## config.mk

```make
export PLATFORM = sky130hd
export DESIGN_NAME = stack_pointer_limit_check
export DESIGN_NICKNAME = d
export VERILOG_FILES = /design/src/hw/stack_pkg.sv /design/src/hw/bound_check_if.sv /design/src/hw/pc_frame_former.sv /design/src/hw/stack_bound_compare.sv /design/src/hw/stack_pointer_limit_check.sv
export SDC_FILE = /design/constraint.sdc
export NUM_CORES = 1
export LEC_CHECK = 0
export BUFFER_PORTS_ARGS = -buffer_cell sky130_fd_sc_hd__buf_2
export CORE_ASPECT_RATIO = 2
export CORE_MARGIN = 3
export CORE_UTILIZATION = 57
export CTS_CLUSTER_SIZE = 24
export DETAILED_ROUTE_END_ITERATION = 10
export GPL_TIMING_DRIVEN = 0
export PLACE_DENSITY_LB_ADDON = 0.15
export SYNTH_ARGS = -nofsm -noshare
export SYNTH_HDL_FRONTEND = slang
export SYNTH_HIERARCHICAL = 1
export SYNTH_SLANG_ARGS = --single-unit
export TNS_END_PERCENT = 5
```

## constraint.sdc

```tcl
create_clock -name clk -period 8.7 [get_ports clk]
set_input_delay 1.74 -clock clk [delete_from_list [all_inputs] [get_ports clk]]
set_output_delay 1.74 -clock clk [all_outputs]
set_load 0.02 [all_outputs]
```

## src/hw/stack_pkg.sv

```systemverilog
/*
 * Constants and types shared by the stack pointer and limit checking logic.
 * Assumes a 16-bit byte-addressed data space and a 23-bit program counter.
 */
package stack_pkg;

    // ------------------------------------------------------------------
    // widths
    // ------------------------------------------------------------------
    localparam int DATA_W     = 16;
    localparam int PC_W       = 23;
    localparam int PC_UPPER_W = 7;
    localparam int SRL_W      = 8;

    // ------------------------------------------------------------------
    // addresses and reset values
    // ------------------------------------------------------------------
    localparam logic [15:0] STACK_FLOOR      = 16'h0800;
    localparam logic [15:0] SP_RESET         = 16'h0800;
    localparam logic [15:0] WORD_STEP        = 16'h0002;
    localparam logic [15:0] WORD_ALIGN_MASK  = 16'hFFFE;
    localparam logic [15:0] LIMIT_UNSET_READ = 16'h0000;
    localparam logic [15:0] ADDR_RESET       = 16'h0000;
    localparam logic [15:0] DATA_RESET       = 16'h0000;

    // ------------------------------------------------------------------
    // field positions of the stored upper program counter word
    // ------------------------------------------------------------------
    localparam int PC_UPPER_LSB = 16;
    localparam int PC_UPPER_MSB = 22;
    localparam logic PC_UPPER_PAD = 1'b0;

    // ------------------------------------------------------------------
    // stack operations and sequencer states
    // ------------------------------------------------------------------
    typedef enum logic [1:0] {
        OP_PUSH   = 2'h0,
        OP_POP    = 2'h1,
        OP_CALL   = 2'h2,
        OP_EXCEPT = 2'h3
    } stack_op_t;

    typedef enum logic [1:0] {
        ST_IDLE    = 2'h0,
        ST_PC_HIGH = 2'h1
    } seq_state_t;

endpackage

```

## src/hw/bound_check_if.sv

```systemverilog
/*
 * Carrier between one requester (the stack sequencer or the other-address path) and one bound comparator.
 * Assumes both ends share the core clock.
 */
`timescale 1ns/1ps

interface bound_check_if;
    logic        check;
    logic [15:0] addr;
    logic        over;
    logic        under;

    modport requester (
        output check,
        output addr,
        input  over,
        input  under
    );

    modport comparer (
        input  check,
        input  addr,
        output over,
        output under
    );
endinterface

```

## src/hw/pc_frame_former.sv

```systemverilog
/*
 * Forms the two stacked words of a program counter push.
 * Assumes the caller stores low word first, upper word second.
 */
`timescale 1ns/1ps

module pc_frame_former
    import stack_pkg::*;
(
    input  wire logic [PC_W-1:0]   pc,
    input  wire logic [SRL_W-1:0]  status_low_byte,
    input  wire logic              in_exception,
    output logic      [DATA_W-1:0] low_word,
    output logic      [DATA_W-1:0] high_word
);

    // ------------------------------------------------------------------
    // frame words
    // ------------------------------------------------------------------

    // upper word: zero padded on calls, status byte on exceptions
    always_comb begin
        low_word = pc[DATA_W-1:0];
        if (in_exception) begin
            high_word = {status_low_byte, PC_UPPER_PAD,
                         pc[PC_UPPER_MSB:PC_UPPER_LSB]};
        end else begin
            high_word = {{(DATA_W-PC_UPPER_W){1'b0}},
                         pc[PC_UPPER_MSB:PC_UPPER_LSB]};
        end
    end

endmodule

```

## src/hw/stack_bound_compare.sv

```systemverilog
/*
 * Compares one stack-relative address against the limit and the fixed floor.
 * Assumes the limit is word aligned and qualified by limit_valid.
 */
`timescale 1ns/1ps

module stack_bound_compare
    import stack_pkg::*;
(
    bound_check_if.comparer chk,
    input  wire logic [15:0] limit,
    input  wire logic        limit_valid
);

    // ------------------------------------------------------------------
    // compare
    // ------------------------------------------------------------------

    // above the limit only counts once software has set one
    always_comb begin
        chk.over  = chk.check && limit_valid && (chk.addr > limit);
        chk.under = chk.check && (chk.addr < STACK_FLOOR);
    end

endmodule

```

## src/hw/stack_pointer_limit_check.sv

```systemverilog
/*
 * Software stack pointer with upward growth, limit and floor checking.
 * Assumes the core presents one stack operation at a time on op_valid,
 * holds it until op_ready, and reports every other address it forms
 * from the pointer on ea_valid in the cycle it is formed.
 */
// Operation
// - working register fifteen doubles as stack pointer
// - pointer always names first free word
// - stack grows toward higher addresses
// - push writes then increments; pop decrements then reads
// - call push zero-extends upper program counter
// - exception push joins status byte to counter
// - limit register untouched by reset
// - limit bit zero forced to zero
// - pointer-based addresses compared against limit
// - push at limit passes, next one traps
// - pointer below floor raises stack error
`timescale 1ns/1ps

module stack_pointer_limit_check
    import stack_pkg::*;
(
    // clock and reset
    input  wire logic              clk,
    input  wire logic              rst_b,
    // stack operation request
    input  wire logic              op_valid,
    input  wire logic [1:0]        op_kind,
    input  wire logic [DATA_W-1:0] op_data,
    input  wire logic [PC_W-1:0]   pc_value,
    input  wire logic [SRL_W-1:0]  status_low_byte,
    output logic                   op_ready,
    // ordinary pointer register access
    input  wire logic              sp_wr_en,
    input  wire logic [DATA_W-1:0] sp_wr_data,
    output logic      [DATA_W-1:0] stack_pointer_working_reg,
    // limit register access
    input  wire logic              limit_wr_en,
    input  wire logic [DATA_W-1:0] limit_wr_data,
    output logic      [DATA_W-1:0] stack_limit_reg,
    output logic                   limit_valid,
    // other addresses formed from the pointer
    input  wire logic              ea_valid,
    input  wire logic              ea_read,
    input  wire logic [DATA_W-1:0] effective_address,
    // stack memory access
    output logic                   mem_wr_en,
    output logic                   mem_rd_en,
    output logic      [DATA_W-1:0] mem_addr,
    output logic      [DATA_W-1:0] mem_wdata,
    // stack error trap and misuse flag
    output logic                   stack_error,
    output logic                   stack_overflow,
    output logic                   stack_underflow,
    output logic                   limit_hazard
);

    // ------------------------------------------------------------------
    // state
    // ------------------------------------------------------------------
    // sequencer
    seq_state_t        state;
    seq_state_t        next_state;
    logic [DATA_W-1:0] sp;
    logic [DATA_W-1:0] next_sp;
    logic [DATA_W-1:0] high_word;
    logic [DATA_W-1:0] next_high_word;
    logic              next_mem_wr_en;
    logic              next_mem_rd_en;
    logic [DATA_W-1:0] next_mem_addr;
    logic [DATA_W-1:0] next_mem_wdata;

    // trap pulses
    logic              next_stack_error;
    logic              next_stack_overflow;
    logic              next_stack_underflow;

    // limit register
    logic [DATA_W-1:0] limit;
    logic [DATA_W-1:0] next_limit;
    logic              next_limit_valid;
    logic              limit_just_written;
    logic              next_limit_just_written;
    logic              next_limit_hazard;
    logic [DATA_W-1:0] next_limit_read;

    // frame words, pointer steps and decoded request
    logic [DATA_W-1:0] frame_low;
    logic [DATA_W-1:0] frame_high;
    logic [DATA_W-1:0] sp_up;
    logic [DATA_W-1:0] sp_down;
    stack_op_t         kind;

    // carriers to the two bound comparators
    bound_check_if acc_chk ();
    bound_check_if ea_chk ();

    // ------------------------------------------------------------------
    // helpers
    // ------------------------------------------------------------------

    // word steps of the pointer and the decoded request;
    // op_ready follows the state alone, so the core sees a
    // refused request in the same cycle and holds it
    always_comb begin
        sp_up    = sp + WORD_STEP;
        sp_down  = sp - WORD_STEP;
        kind     = stack_op_t'(op_kind);
        op_ready = (state == ST_IDLE);
    end

    // both program counter words formed up front
    pc_frame_former u_frame (
        .pc              (pc_value),
        .status_low_byte (status_low_byte),
        .in_exception    (kind == OP_EXCEPT),
        .low_word        (frame_low),
        .high_word       (frame_high)
    );

    // one comparator for stack accesses, one for other pointer addresses
    // so that both can be checked in the same cycle
    stack_bound_compare u_acc_cmp (
        .chk         (acc_chk.comparer),
        .limit       (limit),
        .limit_valid (limit_valid)
    );

    stack_bound_compare u_ea_cmp (
        .chk         (ea_chk.comparer),
        .limit       (limit),
        .limit_valid (limit_valid)
    );

    // other addresses formed from the pointer are checked too;
    // the core raises ea_valid only for pointer-based addresses
    always_comb begin
        ea_chk.check = ea_valid;
        ea_chk.addr  = effective_address;
    end

    // ------------------------------------------------------------------
    // stack sequencer
    // ------------------------------------------------------------------

    // pushes, pops and program counter frames; a frame takes two
    // cycles, low word when taken and upper word the next cycle,
    // with op_ready low in between so no other request slips in
    always_comb begin
        next_state     = state;
        next_sp        = sp;
        next_high_word = high_word;
        next_mem_wr_en = 1'b0;
        next_mem_rd_en = 1'b0;
        next_mem_addr  = mem_addr;
        next_mem_wdata = mem_wdata;
        acc_chk.check  = 1'b0;
        acc_chk.addr   = sp;
        unique case (state)
            ST_IDLE: begin
                if (op_valid) begin
                    unique case (kind)
                        OP_PUSH: begin
                            // store at first free word, then step up
                            acc_chk.check  = 1'b1;
                            next_mem_wr_en = 1'b1;
                            next_mem_addr  = sp;
                            next_mem_wdata = op_data;
                            next_sp        = sp_up;
                        end
                        OP_POP: begin
                            // step down, then read the new address
                            acc_chk.check  = 1'b1;
                            acc_chk.addr   = sp_down;
                            next_mem_rd_en = 1'b1;
                            next_mem_addr  = sp_down;
                            next_sp        = sp_down;
                        end
                        OP_CALL, OP_EXCEPT: begin
                            // low counter word first, upper word next cycle
                            acc_chk.check  = 1'b1;
                            next_mem_wr_en = 1'b1;
                            next_mem_addr  = sp;
                            next_mem_wdata = frame_low;
                            next_high_word = frame_high;
                            next_sp        = sp_up;
                            next_state     = ST_PC_HIGH;
                        end
                    endcase
                end else if (sp_wr_en) begin
                    // ordinary register write, kept word aligned
                    next_sp = sp_wr_data & WORD_ALIGN_MASK;
                end
            end
            ST_PC_HIGH: begin
                acc_chk.check  = 1'b1;
                next_mem_wr_en = 1'b1;
                next_mem_addr  = sp;
                next_mem_wdata = high_word;
                next_sp        = sp_up;
                next_state     = ST_IDLE;
            end
        endcase
    end

    // sequencer registers
    always_ff @(posedge clk) begin
        if (!rst_b) begin
            state     <= ST_IDLE;
            sp        <= SP_RESET;
            high_word <= DATA_RESET;
            mem_wr_en <= 1'b0;
            mem_rd_en <= 1'b0;
            mem_addr  <= ADDR_RESET;
            mem_wdata <= DATA_RESET;
        end else begin
            state     <= next_state;
            sp        <= next_sp;
            high_word <= next_high_word;
            mem_wr_en <= next_mem_wr_en;
            mem_rd_en <= next_mem_rd_en;
            mem_addr  <= next_mem_addr;
            mem_wdata <= next_mem_wdata;
        end
    end

    assign stack_pointer_working_reg = sp;

    // ------------------------------------------------------------------
    // stack error reporting
    // ------------------------------------------------------------------

    // either comparator raises the trap pulse; a trap never blocks
    // the access, the pointer still moves and the core's exception
    // logic decides what follows
    always_comb begin
        next_stack_overflow  = acc_chk.over | ea_chk.over;
        next_stack_underflow = acc_chk.under | ea_chk.under;
        next_stack_error     = next_stack_overflow | next_stack_underflow;
    end

    // trap pulses, one cycle each
    always_ff @(posedge clk) begin
        if (!rst_b) begin
            stack_error     <= 1'b0;
            stack_overflow  <= 1'b0;
            stack_underflow <= 1'b0;
        end else begin
            stack_error     <= next_stack_error;
            stack_overflow  <= next_stack_overflow;
            stack_underflow <= next_stack_underflow;
        end
    end

    // ------------------------------------------------------------------
    // limit register
    // ------------------------------------------------------------------

    // written value is word aligned, so the limit
    // compares like any stack address
    always_comb begin
        next_limit = limit;
        if (limit_wr_en) begin
            next_limit = limit_wr_data & WORD_ALIGN_MASK;
        end
    end

    // no reset here: content is undefined until first written;
    // limit_valid keeps unknowns out of every comparison
    always_ff @(posedge clk) begin
        limit <= next_limit;
    end

    // tracks whether software has set a limit yet; an unset limit
    // reads as zero rather than leaking unknowns, and the misuse
    // flag marks a pointer read right after a limit write
    always_comb begin
        next_limit_valid        = limit_valid | limit_wr_en;
        next_limit_just_written = limit_wr_en;
        next_limit_hazard       = limit_just_written && ea_valid && ea_read;
        next_limit_read         = next_limit_valid ? next_limit : LIMIT_UNSET_READ;
    end

    // validity, misuse flag and visible limit
    always_ff @(posedge clk) begin
        if (!rst_b) begin
            limit_valid        <= 1'b0;
            limit_just_written <= 1'b0;
            limit_hazard       <= 1'b0;
            stack_limit_reg    <= LIMIT_UNSET_READ;
        end else begin
            limit_valid        <= next_limit_valid;
            limit_just_written <= next_limit_just_written;
            limit_hazard       <= next_limit_hazard;
            stack_limit_reg    <= next_limit_read;
        end
    end

endmodule

```

# [After elaboration in Yosys (flattened, before gate mapping)]
# Index checks and enable logic that the tools add are counted.
# W data, S select, Z words.
[word_totals] ff_bits=106 output_inout_bits=72
[op_classes] add_sub_neg=2 magnitude_cmp=4 n_eq_ne=8 n_mux=25 n_bitwise=4 n_reduce_logical=18
[op_table] op="$pmux W16 S2" n=6
[op_table] op="$mux W16" n=9
[op_table] op="$gt A16 B16 Y1" n=2
[op_table] op="$lt A16 B12 Y1 const B" n=2
[op_table] op="$add A16 B2 Y16 const B" n=1
[op_table] op="$sub A16 B2 Y16 const B" n=1
[op_table] op="$logic_and A1 B1 Y1" n=8
[op_table] op="$reduce_and A2 Y1" n=3
[op_table] op="$reduce_and A3 Y1" n=2
[op_table] op="$mux W1" n=5
[op_table] op="$eq A2 B1 Y1 const B" n=2
[op_table] op="$eq A2 B2 Y1 const B" n=2
[op_table] op="$logic_not A2 Y1" n=2
[op_table] op="$mux W2" n=2
[op_table] op="$or A1 B1 Y1" n=4
[op_table] op="$pmux W1 S2" n=2
[op_table] op="$pmux W2 S2" n=1
[op_table] op="$reduce_or A4 Y1" n=1
[op_table] op="$ne A3 B1 Y1 const B" n=1
[op_table] op="$ne A3 B2 Y1 const B" n=1
[op_table] op="$reduce_or A3 Y1" n=1
[op_table] op="$ne A2 B1 Y1 const B" n=1
[op_table] op="$ne A2 B2 Y1 const B" n=1
[op_table] op="$reduce_or A2 Y1" n=1

# [Depth between registers and ports, before layout]
[depth] depth_word=9 ltp_mapped=16 depth_no_buf=15

# [Hierarchy]
# Netlist, hierarchy kept.
[by_module_without_submodules] module="stack_pointer_limit_check" instances=1 cells_each=602 area_per_inst_um2=5139.9
[by_module_without_submodules] module="stack_bound_compare" instances=2 cells_each=59 area_per_inst_um2=419.2
[by_module_without_submodules] module="pc_frame_former" instances=1 cells_each=33 area_per_inst_um2=234.0

# [Worst setup path after synthesis]
# No wires, ideal clock.
[synth_path] path_type="in2reg" from="in op_valid" to="reg stack_error" arrival_ns=4.226 slack_ns=4.350 path_stages=13 cell_sequence="buf_4 nor4bb_1 buf_2 buf_1 nand2_1 xnor2_1 ha_1 nand4_1 or4_1 nand3_1 a21oi_1 o21a_1 or2_2"
[synth_between] elab_chain_cells=6
[synth_lines] item="start: declaration" line_no="stack_pointer_limit_check.sv:28" source="input wire logic op_valid,"
[synth_lines] item="$mux W16" line_no="stack_pointer_limit_check.sv:162" source="if (op_valid) begin"
[synth_lines] item="$mux W16" line_no="stack_pointer_limit_check.sv:160" source="unique case (state)"
[synth_lines] item="named net acc_chk.addr[6]" line_no="bound_check_if.sv:9" source="logic [15:0] addr;"
[synth_lines] item="$gt A16 B16 Y1" line_no="stack_bound_compare.sv:21" source="chk.over = chk.check && limit_valid && (chk.addr > limit);"
[synth_lines] item="$logic_and A1 B1 Y1" line_no="stack_bound_compare.sv:21"
[synth_lines] item="named net acc_chk.over" line_no="bound_check_if.sv:10" source="logic over;"
[synth_lines] item="$or A1 B1 Y1" line_no="stack_pointer_limit_check.sv:238" source="next_stack_overflow = acc_chk.over | ea_chk.over;"
[synth_lines] item="$or A1 B1 Y1" line_no="stack_pointer_limit_check.sv:240" source="next_stack_error = next_stack_overflow | next_stack_underflow;"
[synth_lines] item="end signal: assignment" line_no="stack_pointer_limit_check.sv:250" source="stack_error <= next_stack_error;"
[synth_lines] item="end: declaration" line_no="stack_pointer_limit_check.sv:53" source="output logic stack_error,"
# The timed path passes the listed nets, and every way through them passes these cells.
# A chain may end at the register's enable or synchronous reset.

# [Worst setup path after layout]
[layout_path] from="in op_kind[0]" to="reg stack_error"
[layout_between] elab_chain_cells=8
[layout_lines] item="start: declaration" line_no="stack_pointer_limit_check.sv:29" source="input wire logic [1:0] op_kind,"
[layout_lines] item="$eq A2 B1 Y1" line_no="stack_pointer_limit_check.sv:163" source="unique case (kind)"
[layout_lines] item="$mux W16" line_no="stack_pointer_limit_check.sv:163"
[layout_lines] item="$mux W16" line_no="stack_pointer_limit_check.sv:162"
[layout_lines] item="$mux W16" line_no="stack_pointer_limit_check.sv:160"
[layout_lines] item="named net acc_chk.addr[6]" line_no="bound_check_if.sv:9"
[layout_lines] item="$gt A16 B16 Y1" line_no="stack_bound_compare.sv:21"
[layout_lines] item="$logic_and A1 B1 Y1" line_no="stack_bound_compare.sv:21"
[layout_lines] item="named net acc_chk.over" line_no="bound_check_if.sv:10"
[layout_lines] item="$or A1 B1 Y1" line_no="stack_pointer_limit_check.sv:238"
[layout_lines] item="$or A1 B1 Y1" line_no="stack_pointer_limit_check.sv:240"
# The timed path passes the listed nets, and every way through them passes these cells.

==> impl_metrics.yaml <==
run_status:
  outcome: "finished clean"
power:
  seqPwrFrac_pct: 41.3
  power_switching_uw: 420
  p_int_uw: 866
  vdd_drop_max_mv: 0.107
  sw_frac_of_total_pct: 32.7
  power_density_nw_per_um2: 174
  power_frac_comb_pct: 27.7
  clkPwrFrac_pct: 31.0
  power_mw: 1.29
  leakagePower_nw: 3.40
drt:
  drc: 0
  vias: 6244
  drt-total-wl_um: 21200
  post_drt_wl_per_cell_um: 20.1
  ant_nets: 0
  first_pass_iters: 5
  drt_iter0_drc: 432
  viasPerCell: 5.94
floorplan:
  design.die.area_sq_um: 12300
  floorplan.initialDensity_pct: 58.5
  core_area_sq_um: 10600
  die_y_um: 154
  chipWidth_um: 79.8
  io_pins: 176
  num_rows: 53
place:
  dp.final_hpwl_um: 16800
  placed_cells: 1037
  portBuffers: 145
  place_congestion: 1.04
cells_and_area:
  fillerInstances: 880
  utilization_pct: 69.7
  final_common_cell: "buf_2"
  nets: 1049
  final_cells: 1052
  multiInputGateArea_sq_um: 3560
  n_antenna_cell: 0
  drive_gt1_share_pct: 26.8
  area_growth_pct: 19.1
  final_cell_mix: "buf_2 (159), dfxtp_1 (103), nand2_1 (71), a21oi_1 (47), inv_1 (45)"
  ff_latch_area_sq_um: 2060
logic_synthesis:
  synth_top_family_by_area: "simple AND/OR/NAND/NOR gates"
  synth_edf_count: 0
  synth_area_leaders: "dfxtp_1 (33%), ha_1 (6.8%), nand2_1 (4.3%)"
  synth_xor_area_share_pct: 3.24
  synth-adder-area-share_pct: 6.85
  ys_warn_count: 6
  async_reset_ff_share_pct: 0
  yosysTopAreaCell: "dfxtp_1"
  synth-simple-area-share_pct: 21.3
  synthMuxAreaShare_pct: 5.52
  seq_area_frac_synth_pct: 33.2
  synth_compound_area_share_pct: 20.2
  synth_top_cell_area_share_pct: 33.2
  syn_area_sq_um: 6210
  ys.flop_type: "dfxtp_1"
  ys_types: 69
  syn_inst: 753
  avgSynthCellArea_sq_um: 8.25
  ys_ff_latch: 103
clocking:
  ctsRootBufferMaster: "clkbuf_16"
  holdBufCountCts: 0
  clk_latency_ps: 350
  htree_num_levels: 3
  cts_resized: 0
  clk_path_buf_depth: 2
  clock_sinks: 103
  tritoncts: "built"
  clk_pin_slew_worst_paths_ps: 70
  cts_inserted_buffers: 9
  cts_setup_buffers: 0
worst_hold_path:
  hold_depth: 2
  min_from: "high_word[0]$_SDFFE_PN0P_"
  hold_path_end: "high_word[0]$_SDFFE_PN0P_"
  worstHoldPathType: "flip-flop to flip-flop"
timing:
  clock_skew_ps: 4.54
  fin_setup_tns_ps: 0
  fmax_mhz: 215
  rsz0062_at_grt: "false"
  final-setup-viol-count: 0
  worstMarginPinSlew_ps: 770
  hold-worst-slack_ps: 453
  hold_viol: 0
  relSlewSlack_pct: 48.5
  slew_violations: 0
  period_share_pct: 53.4
  min_period_ps: 4650
run:
  cap_violations: 0
critical_path:
  cp-end-kind: "flip-flop"
  rrSetupSlack_ps: 4730
  r2r-end: "stack_error$_SDFF_PN0_"
  start_kind: "input pin"
  path_class: "input pin to flip-flop"
  critPathLaunch: "op_kind[0]"
  critical_path_required_ps: 8940
  rr_startpoint: "stack_pointer_working_reg[1]$_SDFFE_PN0N_"
  worstPathMaxFanout: 10
  worst-endpoint-arrival_ps: 4880
  reg2reg_depth: 14
global_route:
  first_global_vias: 6394
  grt_max_degree: 16
  grt_use_total_pct: 34.1
  antenna_found_initial: 0
  grt_pass1_wl_um: 32100
  overflow: 0
## worst max-delay path by stage
| stage | to | slack [ps] | depth (start not counted) |
|---|---|---|---|
| after floorplan | stack_error$_SDFF_PN0_ | 4350 | 13 |
| after global routing | stack_error$_SDFF_PN0_ | 3920 | 13 |
| after global placement | stack_error$_SDFF_PN0_ | 3770 | 13 |
| after detailed placement | stack_error$_SDFF_PN0_ | 3730 | 13 |
| after CTS | stack_error$_SDFF_PN0_ | 4090 | 13 |
| final | stack_error$_SDFF_PN0_ | 4050 | 13 |
## through the flow
step | instance area [sq um] | setup slack (ps)
3_3_place_gp | 7120 | 3770
2_1_floorplan | 6220 | 4350
3_5_place_dp | 7120 | 3730
4_1_cts | 7400 | 4090
6_report | 7400 | 4050
5_1_grt | 7400 | 3920
## layout make-up
type                       instances  share of cell area [%]
inverter                          46                    2.33
multi-input combinational        529                    48.1
clock inverter                     3                   0.609
timing repair buffer             145                    9.81
buffer                            77                    5.72
clock buffer                      12                    3.20
sequential                       103                    27.9
tap                              137                    2.32
## cell families after synthesis
family	after synthesis
mux	32
simple gates	242
other cells	2
buf+inv	123
compound gates	194
xor+xnor	23
fa+ha+maj	34
flops	103
## cell usage after synthesis, drive strengths merged, types with 4 or more instances
| cell | instances |
|---|---|
| mux2 | 18 |
| nand4 | 13 |
| clkbuf | 27 |
| dfxtp | 103 |
| ha | 34 |
| and3 | 10 |
| o22ai | 4 |
| nor2b | 24 |
| buf | 50 |
| nor4 | 4 |
| inv | 46 |
| a211oi | 18 |
| nand3 | 20 |
| nor2 | 47 |
| o211ai | 6 |
| o21ai | 51 |
| a21boi | 19 |
| a31oi | 9 |
| and2 | 16 |
| mux2i | 14 |
| o21a | 9 |
| or4 | 4 |
| a21oi | 48 |
| nand2b | 4 |
| xor2 | 5 |
| o221a | 6 |
| xnor2 | 18 |
| nor3 | 16 |
| nand2 | 71 |
## power by group through the flow
| stage | sequential [mW] | clock, mW | combinational [mW] |
|---|---|---|---|
| detailed placement | 0.541 | 0 | 0.351 |
| CTS | 0.530 | 0.401 | 0.353 |
| global route | 0.534 | 0.421 | 0.385 |
| global placement | 0.540 | 0 | 0.339 |
| finish | 0.531 | 0.399 | 0.357 |
| floorplan | 0.566 | 0 | 0.209 |
## layer usage
| layer | GRT usage, % | wire length, um | vias to the layer above |
|---|---|---|---|
| met5 | 0 | 0 | - |
| li1 | - | - | 2934 |
| met1 | 30.8 | 6870 | 2875 |
| met3 | 5.69 | 1320 | 102 |
| met2 | 65.4 | 11400 | 333 |
| met4 | 23.8 | 1590 | 0 |
## worst max-delay path, stage by stage
cell and delay, ps:
buf_2 110, nor4bb_1 250, buf_2 330, buf_1 530
nand2_1 130, xnor2_1 160, ha_1 310, nand4_1 120
or4_1 560, nand3_1 120, a21oi_1 50, o21a_1 180
or2_2 280
No activity file was read; power rests on OpenSTA's default activity.
